[config.mk]
export PLATFORM = sky130hd
export DESIGN_NAME = rxlp_loops
export DESIGN_NICKNAME = d
export VERILOG_FILES = /design/src/shared/rxlp_pkg.sv /design/src/core/rxlp_loops.sv
export SDC_FILE = /design/constraint.sdc
export NUM_CORES = 1
export LEC_CHECK = 0
export BUFFER_PORTS_ARGS = -buffer_cell sky130_fd_sc_hd__buf_2
export CAP_MARGIN = 20
export CORE_MARGIN = 2
export CORE_UTILIZATION = 50
export DETAILED_ROUTE_END_ITERATION = 8
export HOLD_SLACK_MARGIN = 0.12
export PLACE_DENSITY = 0.71
export SLEW_MARGIN = 15
export SYNTH_ARGS = -nofsm -noshare
export SYNTH_HDL_FRONTEND = slang
export SYNTH_SLANG_ARGS = --single-unit
[constraint.sdc]
create_clock -name i_core_clk -period 13.6 [get_ports i_core_clk]
set_input_delay 2.72 -clock i_core_clk [delete_from_list [all_inputs] [get_ports i_core_clk]]
set_output_delay 2.72 -clock i_core_clk [all_outputs]
set_load 0.1 [all_outputs]
[src/shared/rxlp_pkg.sv]
// Purpose: shared constants and carriers for the receiver frequency and gain loops
// Assumes: one digital clock domain
// Notes: all counts in loop samples or digital clock periods
package rxlp_pkg;
    localparam int GAIN_W = 4;
    localparam int FPER_W = 8;
    localparam int THR_W = 4;
    localparam int ATT_W = 4;
    localparam int LSEL_W = 8;
    localparam int PWR_W = 8;
    localparam int FREQ_W = 12;
    localparam int ACC_W = 24;
    localparam int TIMER_W = 20;
    localparam logic [ATT_W-1:0] ATT_STEPS_MAX = 4'h8;
    localparam logic [TIMER_W-1:0] AGC_UNIT_CYC = 20'h0_000C;
    localparam logic [3:0] MEAS_TIME_RST = 4'h2;
    localparam logic [7:0] HOLD_TIME_RST = 8'h0C;
    localparam logic [THR_W-1:0] HIGH_THR_RST = 4'h5;
    localparam logic [THR_W-1:0] LOW_THR0_RST = 4'h5;
    localparam logic [THR_W-1:0] LOW_THR1_RST = 4'h4;
    localparam logic [LSEL_W-1:0] LOW_SEL_RST = 8'h10;

    typedef enum logic [1:0] {
        RXLP_MOD_2FSK,
        RXLP_MOD_4FSK,
        RXLP_MOD_OOK,
        RXLP_MOD_ASK
    } rxlp_mod_t;

    typedef struct packed {
        logic enable;
        logic corr_mode;
        logic [GAIN_W-1:0] fast_gain;
        logic [GAIN_W-1:0] slow_gain;
        logic [FPER_W-1:0] fast_period;
        logic [PWR_W-1:0] power_thr;
    } rxlp_afc_cfg_t;

    typedef struct packed {
        logic enable;
        logic freeze_on_sync;
        logic [THR_W-1:0] high_thr;
        logic [THR_W-1:0] low_thr0;
        logic [THR_W-1:0] low_thr1;
        logic [LSEL_W-1:0] low_sel;
        logic [3:0] meas_time;
        logic [7:0] hold_time;
    } rxlp_agc_cfg_t;
endpackage

[src/core/rxlp_loops.sv]
// Purpose: frequency compensation and gain control loops of the receive modem
// Assumes: inputs synchronous to i_core_clk; one loop sample per i_sample_vld
// Notes: AGC attenuation code n means n times 6 dB
// Contract
// - Frequency loop runs only for FSK modulations
// - Mode bit picks slicer or IF correction
// - Estimated frequency error readable by software
// - Fast mode on power threshold, slow after period
// - Fast and slow log2 gains, 0..15
// - Fast period counts loop samples, 0..255
// - Zero period: switch gains at sync detection
// - Frequency loop runs only while enabled
// - Attenuation in 6 dB steps, max 48 dB
// - Peak amplitude compared with low and high thresholds
// - Above high: step up each hold interval
// - Below low whole measure: step down, spaced
// - Loop repeats until amplitude between thresholds
// - High threshold setting 0..15, default 5
// - Two low thresholds chosen per step
// - Measure interval is 12 times 2^setting
// - Hold interval is 12 times setting
// - Gain control runs only while enabled
// - Freeze on sync holds attenuation
`timescale 1ns/100ps
`default_nettype none
module rxlp_loops (
    input wire logic i_core_clk,
    input wire logic i_rstn,
    input wire rxlp_pkg::rxlp_mod_t i_mod_type,
    input wire rxlp_pkg::rxlp_afc_cfg_t i_afc_cfg,
    input wire rxlp_pkg::rxlp_agc_cfg_t i_agc_cfg,
    input wire logic i_sample_vld,
    input wire logic signed [rxlp_pkg::FREQ_W-1:0] i_demod_freq,
    input wire logic [rxlp_pkg::PWR_W-1:0] i_signal_power,
    input wire logic i_sync_found,
    input wire logic [rxlp_pkg::THR_W-1:0] i_peak_level,
    output logic signed [rxlp_pkg::FREQ_W-1:0] o_freq_error_estimate,
    output logic signed [rxlp_pkg::FREQ_W-1:0] o_slicer_offset,
    output logic signed [rxlp_pkg::FREQ_W-1:0] o_if2_offset,
    output logic o_afc_fast_mode,
    output logic [rxlp_pkg::ATT_W-1:0] o_rf_atten_step
);
    // ------------------------------------------------------------
    // Frequency compensation
    // ------------------------------------------------------------
    localparam int FW = rxlp_pkg::FREQ_W;
    localparam int AW = rxlp_pkg::ACC_W;
    logic afc_run;
    logic sync_q;
    logic started_q;
    logic started_d;
    logic fast_q;
    logic fast_d;
    logic [rxlp_pkg::FPER_W-1:0] fcnt_q;
    logic signed [FW-1:0] fmin_q;
    logic signed [FW-1:0] fmax_q;
    logic signed [FW:0] mid;
    logic signed [AW-1:0] acc_q;
    logic signed [AW-1:0] err;
    logic signed [AW-1:0] step;
    logic [rxlp_pkg::GAIN_W-1:0] gain;
    logic signed [FW-1:0] est;
    logic fsk_sel;
    logic timer_done;

    assign fsk_sel = (i_mod_type == rxlp_pkg::RXLP_MOD_2FSK) || (i_mod_type == rxlp_pkg::RXLP_MOD_4FSK);
    assign afc_run = fsk_sel && i_afc_cfg.enable;
    assign started_d = started_q || (i_signal_power > i_afc_cfg.power_thr);
    assign timer_done = (i_afc_cfg.fast_period == 8'h00) ? (sync_q || i_sync_found)
        : (fcnt_q >= i_afc_cfg.fast_period);
    assign fast_d = started_d && !timer_done;
    assign gain = fast_d ? i_afc_cfg.fast_gain : i_afc_cfg.slow_gain;
    assign mid = (FW+1)'(fmin_q) + (FW+1)'(fmax_q);
    assign err = AW'(mid) <<< (AW - FW - 1);
    assign step = err >>> gain;
    assign est = acc_q[AW-1 -: FW];

    always_ff @(posedge i_core_clk or negedge i_rstn) begin
        if (!i_rstn) begin
            started_q <= 1'b0;
            sync_q <= 1'b0;
            fast_q <= 1'b0;
            fcnt_q <= '0;
            fmin_q <= '0;
            fmax_q <= '0;
            acc_q <= '0;
        end else if (!afc_run) begin
            started_q <= 1'b0;
            sync_q <= 1'b0;
            fast_q <= 1'b0;
            fcnt_q <= '0;
            acc_q <= '0;
        end else begin
            started_q <= started_d;
            sync_q <= sync_q || i_sync_found;
            fast_q <= fast_d;
            if (i_sample_vld && started_d) begin
                if (fcnt_q != 8'hFF) begin
                    fcnt_q <= fcnt_q + 8'h01;
                end
                fmin_q <= (i_demod_freq < fmin_q) ? i_demod_freq : fmin_q + 12'sh001;
                fmax_q <= (i_demod_freq > fmax_q) ? i_demod_freq : fmax_q - 12'sh001;
                acc_q <= acc_q + step;
            end
        end
    end

    always_ff @(posedge i_core_clk or negedge i_rstn) begin
        if (!i_rstn) begin
            o_freq_error_estimate <= '0;
            o_slicer_offset <= '0;
            o_if2_offset <= '0;
            o_afc_fast_mode <= 1'b0;
        end else begin
            o_freq_error_estimate <= est;
            o_slicer_offset <= (afc_run && !i_afc_cfg.corr_mode) ? est : '0;
            o_if2_offset <= (afc_run && i_afc_cfg.corr_mode) ? est : '0;
            o_afc_fast_mode <= fast_q;
        end
    end

    // ------------------------------------------------------------
    // Gain control
    // ------------------------------------------------------------
    localparam int TW = rxlp_pkg::TIMER_W;
    logic [rxlp_pkg::ATT_W-1:0] att_q;
    logic [TW-1:0] hold_q;
    logic [TW-1:0] meas_q;
    logic frozen_q;
    logic agc_run;
    logic [TW-1:0] meas_len;
    logic [TW-1:0] hold_len;
    logic [rxlp_pkg::THR_W-1:0] low_thr;
    logic above_hi;
    logic below_lo;
    logic holding;
    logic do_up;
    logic do_down;

    assign agc_run = i_agc_cfg.enable && !frozen_q;
    assign meas_len = rxlp_pkg::AGC_UNIT_CYC << i_agc_cfg.meas_time;
    assign hold_len = TW'(rxlp_pkg::AGC_UNIT_CYC * TW'(i_agc_cfg.hold_time));
    assign low_thr = (att_q < 4'h8 && i_agc_cfg.low_sel[att_q[2:0]]) ? i_agc_cfg.low_thr1 : i_agc_cfg.low_thr0;
    assign above_hi = i_peak_level > i_agc_cfg.high_thr;
    assign below_lo = i_peak_level < low_thr;
    assign holding = hold_q != '0;
    assign do_up = agc_run && !holding && above_hi && (att_q < rxlp_pkg::ATT_STEPS_MAX);
    assign do_down = agc_run && !holding && below_lo && (meas_q + 20'h0_0001 >= meas_len)
        && (att_q != '0);

    always_ff @(posedge i_core_clk or negedge i_rstn) begin
        if (!i_rstn) begin
            att_q <= '0;
            hold_q <= '0;
            meas_q <= '0;
            frozen_q <= 1'b0;
        end else if (!i_agc_cfg.enable) begin
            att_q <= '0;
            hold_q <= '0;
            meas_q <= '0;
            frozen_q <= 1'b0;
        end else begin
            frozen_q <= frozen_q || (i_agc_cfg.freeze_on_sync && i_sync_found);
            if (do_up || do_down) begin
                att_q <= do_up ? att_q + 4'h1 : att_q - 4'h1;
                hold_q <= hold_len;
                meas_q <= '0;
            end else if (holding) begin
                hold_q <= hold_q - 20'h0_0001;
                meas_q <= '0;
            end else begin
                meas_q <= (below_lo && agc_run) ? meas_q + 20'h0_0001 : '0;
            end
        end
    end

    always_ff @(posedge i_core_clk or negedge i_rstn) begin
        if (!i_rstn) begin
            o_rf_atten_step <= '0;
        end else begin
            o_rf_atten_step <= att_q;
        end
    end

    // ------------------------------------------------------------
    // Assertions
    // ------------------------------------------------------------
    atten_max_a: assert property (@(posedge i_core_clk) disable iff (!i_rstn)
        att_q <= rxlp_pkg::ATT_STEPS_MAX) else $error("attenuation beyond maximum");
    atten_step_a: assert property (@(posedge i_core_clk) disable iff (!i_rstn)
        i_agc_cfg.enable && $changed(att_q) |-> (att_q == $past(att_q) + 4'h1) || (att_q == $past(att_q) - 4'h1)
        || (att_q == '0)) else $error("attenuation jumped more than one step");
    hold_wait_a: assert property (@(posedge i_core_clk) disable iff (!i_rstn)
        do_up || do_down |=> hold_q == $past(hold_len)) else $error("hold interval not loaded");
    up_cause_a: assert property (@(posedge i_core_clk) disable iff (!i_rstn)
        i_agc_cfg.enable && $past(i_agc_cfg.enable) && att_q > $past(att_q) |-> $past(above_hi) && !$past(holding))
        else $error("attenuation raised without high level");
    down_cause_a: assert property (@(posedge i_core_clk) disable iff (!i_rstn)
        i_agc_cfg.enable && $past(i_agc_cfg.enable) && att_q < $past(att_q)
        |-> $past(below_lo) && $past(meas_q) + 20'h0_0001 >= $past(meas_len))
        else $error("attenuation lowered before measure interval");
    gain_off_a: assert property (@(posedge i_core_clk) disable iff (!i_rstn)
        !i_agc_cfg.enable |=> att_q == '0) else $error("gain loop active while off");
    freeze_a: assert property (@(posedge i_core_clk) disable iff (!i_rstn)
        frozen_q && i_agc_cfg.enable ##1 i_agc_cfg.enable |-> $stable(att_q)) else $error("attenuation moved after freeze");
    afc_fsk_a: assert property (@(posedge i_core_clk) disable iff (!i_rstn)
        !fsk_sel ##1 1'b1 |-> o_slicer_offset == '0 && o_if2_offset == '0) else $error("frequency loop ran for AM");
    afc_mode_a: assert property (@(posedge i_core_clk) disable iff (!i_rstn)
        i_afc_cfg.corr_mode && afc_run |=> o_slicer_offset == '0 && o_if2_offset == $past(est))
        else $error("correction applied at wrong stage");
    afc_off_a: assert property (@(posedge i_core_clk) disable iff (!i_rstn)
        !i_afc_cfg.enable |=> acc_q == '0 && !fast_q) else $error("frequency loop active while off");
    afc_sync_a: assert property (@(posedge i_core_clk) disable iff (!i_rstn)
        afc_run && i_afc_cfg.fast_period == 8'h00 && i_sync_found |=> !fast_q) else $error("fast gain kept after sync");

    cov_up_c: cover property (@(posedge i_core_clk) disable iff (!i_rstn) do_up ##1 holding);
    cov_down_c: cover property (@(posedge i_core_clk) disable iff (!i_rstn) do_down);
    cov_fast_slow_c: cover property (@(posedge i_core_clk) disable iff (!i_rstn) fast_q ##1 !fast_q && afc_run);
    cov_freeze_c: cover property (@(posedge i_core_clk) disable iff (!i_rstn) $rose(frozen_q));
endmodule
`default_nettype wire

After elaboration in Yosys (flattened, before gate mapping)
Cells that the tools add are included.

Register bits: 145. Input bits: 90. Output and inout bits: 41. Logic and storage cells: 101.

Add/sub/neg operators: 9. Multipliers: 1. $lt $le $gt $ge: 9. Eq/ne operators: 6. Shifts and indexed selects: 2. Muxes and demuxes: 28. Reductions and logical operators: 30.

Operators with widths (count): two-way mux 20 bit (7); two-way mux 12 bit (4); two-way mux 24 bit (2); adder 24 bit (1); two-way mux 8 bit (3); >>> shifter 24 x 4 -> 24 bit (1); adder 20 x 1 -> 20 bit, second input constant (1); greater-or-equal comparator 20 bit (1); two-way mux 4 bit (5); nonzero test 20 bit (1); << shifter 4 x 4 -> 20 bit, first input constant (1); subtractor 20 x 1 -> 20 bit, second input constant (1); logical AND 1 bit (15); adder 12 x 12 -> 13 bit (1); adder 12 x 2 -> 12 bit, second input constant (1); greater-than comparator 12 bit (1); less-than comparator 12 bit (1); subtractor 12 x 2 -> 12 bit, second input constant (1); multiplier 2 x 8 -> 10 bit, first input constant (1); adder 8 x 1 -> 8 bit, second input constant (1); greater-or-equal comparator 8 bit (1); greater-than comparator 8 bit (1); zero test 8 bit (1); != test 8 bit, second input constant (1); 16 further kinds (31).

Logic depth before layout (Yosys ltp)
Gate-level depths: netlist of run 1.

Depth in word-level cells: 11. Mapped depth: 25. Depth with buffers taken out: 22.

Worst setup path before layout of run 1
OpenSTA, ideal clock, no wires.

Kind: input to register. Start point: input i_afc_cfg[1] (netlist bit). End point: register acc_q[22]. Setup time: 0.134 ns. Arrival: 7.392 ns. Data required time: 13.466 ns. Slack: 6.074 ns. Cell stages on the path: 23. Path buffers: 1. Path through: inv_1 > ha_1 > nor2b_1 > o211ai_1 > a211oi_1 > or3_1 > clkbuf_1 > nand3_2 > nand2_2 > mux2_2 > a221oi_1 > nor3_1 > ha_1 > fa_1 > a21o_1 > a21oi_1 > o21ai_0 > and4b_1 > o31ai_1 > o211ai_1 > a31oi_1 > xor2_1 > o21ai_0.

Longest elaborated chain between the ends: 8. Elaborated cells on any way between the ends: 10. Classes of those cells: add/sub (1); order compare (1); eq/ne (1); shift (1); mux (3); reduce/logical (3).

Ends and longest elaborated chain: start: declaration (RTL line rxlp_loops.sv:30) `input wire rxlp_pkg::rxlp_afc_cfg_t i_afc_cfg,`; greater-than comparator 8 bit * (RTL line rxlp_loops.sv:68) `assign started_d = started_q || (i_signal_power > i_afc_cfg.power_thr);`; logical OR 1 bit * (RTL line rxlp_loops.sv:68); logical AND 1 bit (RTL line rxlp_loops.sv:71) `assign fast_d = started_d && !timer_done;`; two-way mux 4 bit (RTL line rxlp_loops.sv:72) `assign gain = fast_d ? i_afc_cfg.fast_gain : i_afc_cfg.slow_gain;`; >>> shifter 24 x 4 -> 24 bit (RTL line rxlp_loops.sv:75) `assign step = err >>> gain;`; adder 24 bit (RTL line rxlp_loops.sv:103) `acc_q <= acc_q + step;`; two-way mux 24 bit (RTL line rxlp_loops.sv:97) `if (i_sample_vld && started_d) begin`; two-way mux 24 bit (RTL line rxlp_loops.sv:87) `end else if (!afc_run) begin`; end signal: assignment (RTL line rxlp_loops.sv:103); end: declaration (RTL line rxlp_loops.sv:58) `logic signed [AW-1:0] acc_q;`.

Every way passes the cells marked *; elsewhere a longest branch is shown, timed or not. The select of a mux whose other input is x is not followed. A chain may end at the register's enable or synchronous reset.

Worst setup path after layout of run 1
Start point: input i_afc_cfg[9] (netlist bit). End point: register acc_q[22].

Longest elaborated chain between the ends: 9. Elaborated cells on any way between the ends: 10. Classes of those cells: add/sub (1); order compare (1); shift (1); mux (4); reduce/logical (3).

Ends and longest elaborated chain: greater-or-equal comparator 8 bit or zero test 8 bit (tied branches) (RTL line rxlp_loops.sv:70, rxlp_loops.sv:69); two-way mux 1 bit * (RTL line rxlp_loops.sv:69) `assign timer_done = (i_afc_cfg.fast_period == 8'h00) ? (sync_q || i_sync_found)`; zero test 1 bit * (RTL line rxlp_loops.sv:71); logical AND 1 bit * (RTL line rxlp_loops.sv:71); two-way mux 4 bit * (RTL line rxlp_loops.sv:72); >>> shifter 24 x 4 -> 24 bit * (RTL line rxlp_loops.sv:75); adder 24 bit * (RTL line rxlp_loops.sv:103); two-way mux 24 bit * (RTL line rxlp_loops.sv:97); two-way mux 24 bit * (RTL line rxlp_loops.sv:87).

Marked as above.

==> flow_summary.toml, run 1 <==
[yosys]
yosys-top-cells-count = "dfrtp_1, ha_1, nand2_1"
synth_top_cell_by_area = "dfrtp_1"
synthMostInstantiatedCell = "dfrtp_1"
synthCells = 1213
ys_ff_latch = 145
ys_warn_count = 0
synth_area_um2 = 11000
async_flop_share = 1.00
synth_ff_type = "dfrtp_1"
synth_top_area_frac = 0.330
ys_seq_area_frac = 0.330
yosys-top-cells-area = "dfrtp_1, ha_1, a21oi_1"
synth_edf_count = 0
syn_nets = 1424
syn_area_per_cell_um2 = 9.08
ys_types = 81

[drt]
first_pass_iters = 5
vias = 9340
drcViolationCount = 0
wire_per_inst_um = 16.2
finalWirelength_mm = 26.4
drtIter0Drc = 612
detail-route-antenna-nets = 0
vias_per_cell = 5.75

[grt]
grt_start_max_net_pins = 75
overflow = 0
grt_pass1_vias = 9237
grt.total_usage = 0.234
grt_pass1_wl_mm = 45.3
antenna_found_initial = 0

[finish]
utilization = 0.579
drive_above_1_share = 0.158
regArea_um2 = 3630
multiInputGateArea_um2 = 6930
fin_nets = 1541
antennaDiodeCount = 0
finalNonFillerCells = 1623
stdcell_area_um2 = 12500
fillers = 1908
syn2layout_area_growth_pct = 14.0

[run]
drv_cap = 0

[clock_tree]
cts_setup_buffers = 0
clock_path_buffers = 2
cts_tree = "done"
cts_num_sinks = 145
clk_latency_ps = 430
htreeDepth = 4
cts_resized = 0
cts_buffers = 17
ctsHoldBuffers = 0
root_buffer = "clkbuf_16"
clk_pin_slew_ps = 70

[floorplanning]
die_w_um = 152
rows = 54
fp.dieH_um = 152
dieArea_um2 = 23200
start_util = 0.508
coreArea_um2 = 21700
io_pins = 131

[power_and_ir_drop]
cellPowerDensity_nw_per_um2 = 211
leakagePower_nw = 6.29
finalPower_mw = 2.65
vdd_drop_max_mv = 0.108

[critical_path]
crit_slowest_cell = "mux2i_2"
path_delay_family = "compound AO/OA/AOI/OAI gates"
cp_max_fo = 17
start_kind = "input pin"
path_buf_inv = 2
cp.arrival_ps = 8450
end_kind = "register"
critPathRequiredTime_ps = 13890
critPathKind = "in2reg"
rr_startpoint = "fcnt_q[0]$_DFFE_PN0P_"
critical-path-max-stage-delay_ps = 820
crit_start = "i_afc_cfg[9]"
path_cells = "buf_2 -> inv_1 -> ha_1 -> o21ai_1 -> a21oi_1 -> o31ai_1 -> a22oi_4 -> nor2_1 -> mux2i_2 -> o21a_1 -> nor3_1 -> ha_1 -> fa_1 -> a21o_1 -> a21oi_1 -> o21ai_0 -> and4b_1 -> o31ai_1 -> o211ai_1 -> a31oi_1 -> xor2_1 -> o21ai_0"

[placed_design]
dp_slack_ps = 4980
dp_hpwl_mm = 19.5
dpl_cell_area_um2 = 11900
placed_cells = 1588
io_buffers = 129
gp_congestion = 0.932

[sta]
clock.fmax_ghz = 0.123
rsz0062_at_grt = "no"
setup_violations = 0
hold_viol_final = 0
fin_setup_tns_ps = 0
max-slew-margin-rel = 0.354
period_share = 0.600
worst_pin_slew_ps = 967
setup_ws_ps = 5440
drv_slew = 0
hold_ws_ps = 381
fin_skew_ps = 9.62
fin_crit_ps = 8160

[min_path]
hold_path.class = "reg2reg"
min_from = "fast_q$_DFF_PN0_"

[outcome]
status = "complete, no violations"
-- metal layers --
metal / wire length [um] / up-vias / GRT usage
met1: 12000 / 4446 / 0.311
met5: 0 / - / 0
met4: 467 / 0 / 0.0610
met3: 1320 / 37 / 0.0421
li1: - / 4627 / -
met2: 12600 / 230 / 0.395
-- state kept, by name (all words and copies together) (netlist names), 4 cells and up --
register / cells
acc_q: 24
att_q: 4
fcnt_q: 8
fmax_q: 12
fmin_q: 12
hold_q: 20
meas_q: 20
o_freq_error_estimate: 12
o_if2_offset: 12
o_rf_atten_step: 4
o_slicer_offset: 12
-- logic make-up (layout without fill, tap and decap cells) --
family,count (synthesis),count (layout),synth area share
AO/OA/AOI/OAI,290,290,0.175
adder cells (fa/ha/maj),121,121,0.140
AND/OR/NAND/NOR,414,414,0.195
multiplexers,51,51,0.0568
XOR/XNOR,76,76,0.0605
buffers and inverters,116,246,0.0430
flip-flops,145,145,0.330
-- cell usage in the layout, fill, tap and decap left out, drive strengths merged, types with 9 or more instances in the layout --
master,n
o211ai,11
mux2,9
and2,22
mux2i,34
nand3,52
a21o,25
or3,11
and3,26
inv,85
a21oi,75
nand2,94
ha,117
o21a,12
xnor2,42
nand2b,14
o22ai,23
buf,134
nor2,83
o21ai,68
nor2b,36
nand4,22
clkbuf,17
dfrtp,145
xor2,34
nor3,26
o31ai,9
-- layout make-up --
type	instances	share of cell area
tap	280	0.0279
sequential	145	0.289
clock inverter	15	0.0159
clock buffer	17	0.0339
timing repair buffer	134	0.0568
multi-input combinational	952	0.552
inverter	80	0.0239
-- path summary, 6_finish.rpt --
path                                              to  slack (ps)  cells past startpoint
setup / recovery               acc_q[22]$_DFFE_PN0P_        5440                     22
max in group asynchronous      fcnt_q[7]$_DFFE_PN0P_        9850                      2
hold reg to reg            o_afc_fast_mode$_DFF_PN0_         380                      0
hold / removal             o_afc_fast_mode$_DFF_PN0_         380                      0
min in group asynchronous      hold_q[7]$_DFFE_PN0P_        2310                      1
setup reg to reg               acc_q[22]$_DFFE_PN0P_        7450                     21
-- where the power goes --
| part | internal [mW] | total, mW | switching (mW) |
|---|---|---|---|
| clock network | 0.281 | 0.496 | 0.215 |
| logic | 0.643 | 1.56 | 0.917 |
| registers | 0.506 | 0.590 | 0.0841 |
No activity file was read; power rests on OpenSTA's default activity.
==> run 2, diff against run 1 <==
PLACE_DENSITY = 0.74   (was 0.71)
clock period = 6.8 ns   (was 13.6 ns; I/O delays follow)
==> run 2 against run 1 <==
Wire length about the same. Worst setup slack lost 4900 ps. Via count up 1.3%. Worst hold slack better by 2.6 ps. Critical endpoint is now acc_q[23]$_DFFE_PN0P_.
==> flow_summary.toml, run 2 (synthesized netlist as in run 1, its figures left out) <==
[outcome]
status = "complete, no violations"

[sta]
hold_ws_ps = 384
clock.fmax_ghz = 0.159
period_share = 0.925
fin_crit_ps = 6290
rsz0062_at_grt = "no"
fin_skew_ps = 9.88
max-slew-margin-rel = 0.343
worst_pin_slew_ps = 983
fin_setup_tns_ps = 0
setup_ws_ps = 510
setup_violations = 0
hold_viol_final = 0
drv_slew = 0

[critical_path]
worstRegToRegCells = 21
critPathKind = "in2reg"
critPathRequiredTime_ps = 7150
cp_max_fo = 19
reg2reg_slack_ps = 1050
start_kind = "input pin"
end_kind = "register"
rr_startpoint = "fmin_q[0]$_DFFE_PN0P_"
crit_start = "i_afc_cfg[13]"
cp.arrival_ps = 6640

[finish]
fillers = 1923
reg_top3 = "acc_q: 24 flops, hold_q: 20 flops, meas_q: 20 flops"
top_register = "acc_q"
multiInputGateArea_um2 = 6940
final_common_cell = "dfrtp_1"
layout.cells.most_common_list = "dfrtp_1, buf_2, ha_1"
largest_reg_flops = 24
fin_nets = 1550
regArea_um2 = 3630
drive_above_1_share = 0.163
syn2layout_area_growth_pct = 14.2

[clock_tree]
ctsHoldBuffers = 0
clock_path_buffers = 2
clk_pin_slew_ps = 70
cts_tree = "done"
clk_latency_ps = 430
htreeDepth = 4
cts_setup_buffers = 0
root_buffer = "clkbuf_16"
cts_num_sinks = 145
cts_buffers = 17
cts_resized = 0

[floorplanning]
io_pins = 131
dieArea_um2 = 23200
die_w_um = 152
coreArea_um2 = 21700
fp.dieH_um = 152
start_util = 0.508
rows = 54

[drt]
vias = 9461
wire_per_inst_um = 16.2
finalWirelength_mm = 26.4
drcViolationCount = 0
detail-route-antenna-nets = 0
drtIter0Drc = 682
vias_per_cell = 5.79
first_pass_iters = 5

[grt]
antenna_found_initial = 1
overflow = 0
grt_pass1_wl_mm = 44.9
grt_start_max_net_pins = 77
top_usage_layer = "met2"
grt_use_met1 = 0.309
grt.total_usage = 0.233
use_met3 = 0.0452
use_met2 = 0.389
grt_pass1_vias = 9297

[min_path]
hold_path.class = "reg2reg"
hold-path-cell-count = 0
min_from = "fast_q$_DFF_PN0_"

[placed_design]
io_buffers = 129
dp_slack_ps = 194
gp_congestion = 0.931
dp_hpwl_mm = 19.8

[power_and_ir_drop]
cellPowerDensity_nw_per_um2 = 420
leakagePower_nw = 6.31
vdd_drop_max_mv = 0.203

[run]
drv_cap = 0
-- run 2: metrics by stage --
step | power (mW) | std cells | util | area (um^2)
3_5_place_dp | 4.28 | 1600 | 0.551 | 12000
5_1_grt | 5.70 | 1633 | 0.580 | 12600
3_3_place_gp | 4.20 | 1600 | 0.551 | 12000
4_1_cts | 5.26 | 1632 | 0.579 | 12600
2_1_floorplan | 3.59 | 1213 | - | 11000
6_report | 5.28 | 1633 | 0.580 | 12600
-- run 2: power breakdown --
part	total [mW]	switching [mW]	internal, mW
registers	1.19	0.173	1.01
logic	3.15	1.85	1.30
clock network	0.948	0.425	0.523
-- run 2: cell type report --
type / instances / share of cell area
Tap cell: 280 / 0.0279
Antenna cell: 1 / 0.000199
Clock inverter: 15 / 0.0131
Clock buffer: 17 / 0.0338
Timing Repair Buffer: 143 / 0.0602
Sequential cell: 145 / 0.289
Multi-Input combinational cell: 952 / 0.552
Inverter: 80 / 0.0239
-- run 2: routing by layer --
layer  routed length [um]  part of all wire
met1                12000              0.45
met2                12400              0.47
met3                 1450             0.055
met4                  584             0.022
met5                    0                 0
-- run 2: path summary, 6_finish.rpt --
check                                       endpoint
max in group asynchronous      acc_q[17]$_DFFE_PN0P_
hold reg to reg            o_afc_fast_mode$_DFF_PN0_
min in group asynchronous      hold_q[4]$_DFFE_PN0P_
hold / removal             o_afc_fast_mode$_DFF_PN0_
setup / recovery               acc_q[23]$_DFFE_PN0P_
setup reg to reg               acc_q[23]$_DFFE_PN0P_
-- run 2: worst max-delay path: stages --
cell and delay, ps:
buf_2 100, inv_1 40, ha_1 310, a21oi_1 170, nor2_1 70, a2111oi_2 500, a22oi_4 150, nor2_1 150
buf_4 170, mux2_2 370, buf_4 210, mux4_2 490, o21ai_1 230, ha_1 270, o21ai_0 110, a21oi_1 230
a31oi_1 170, o311ai_0 600, a41oi_1 230, xor2_1 190, or3_1 350, a21oi_1 140
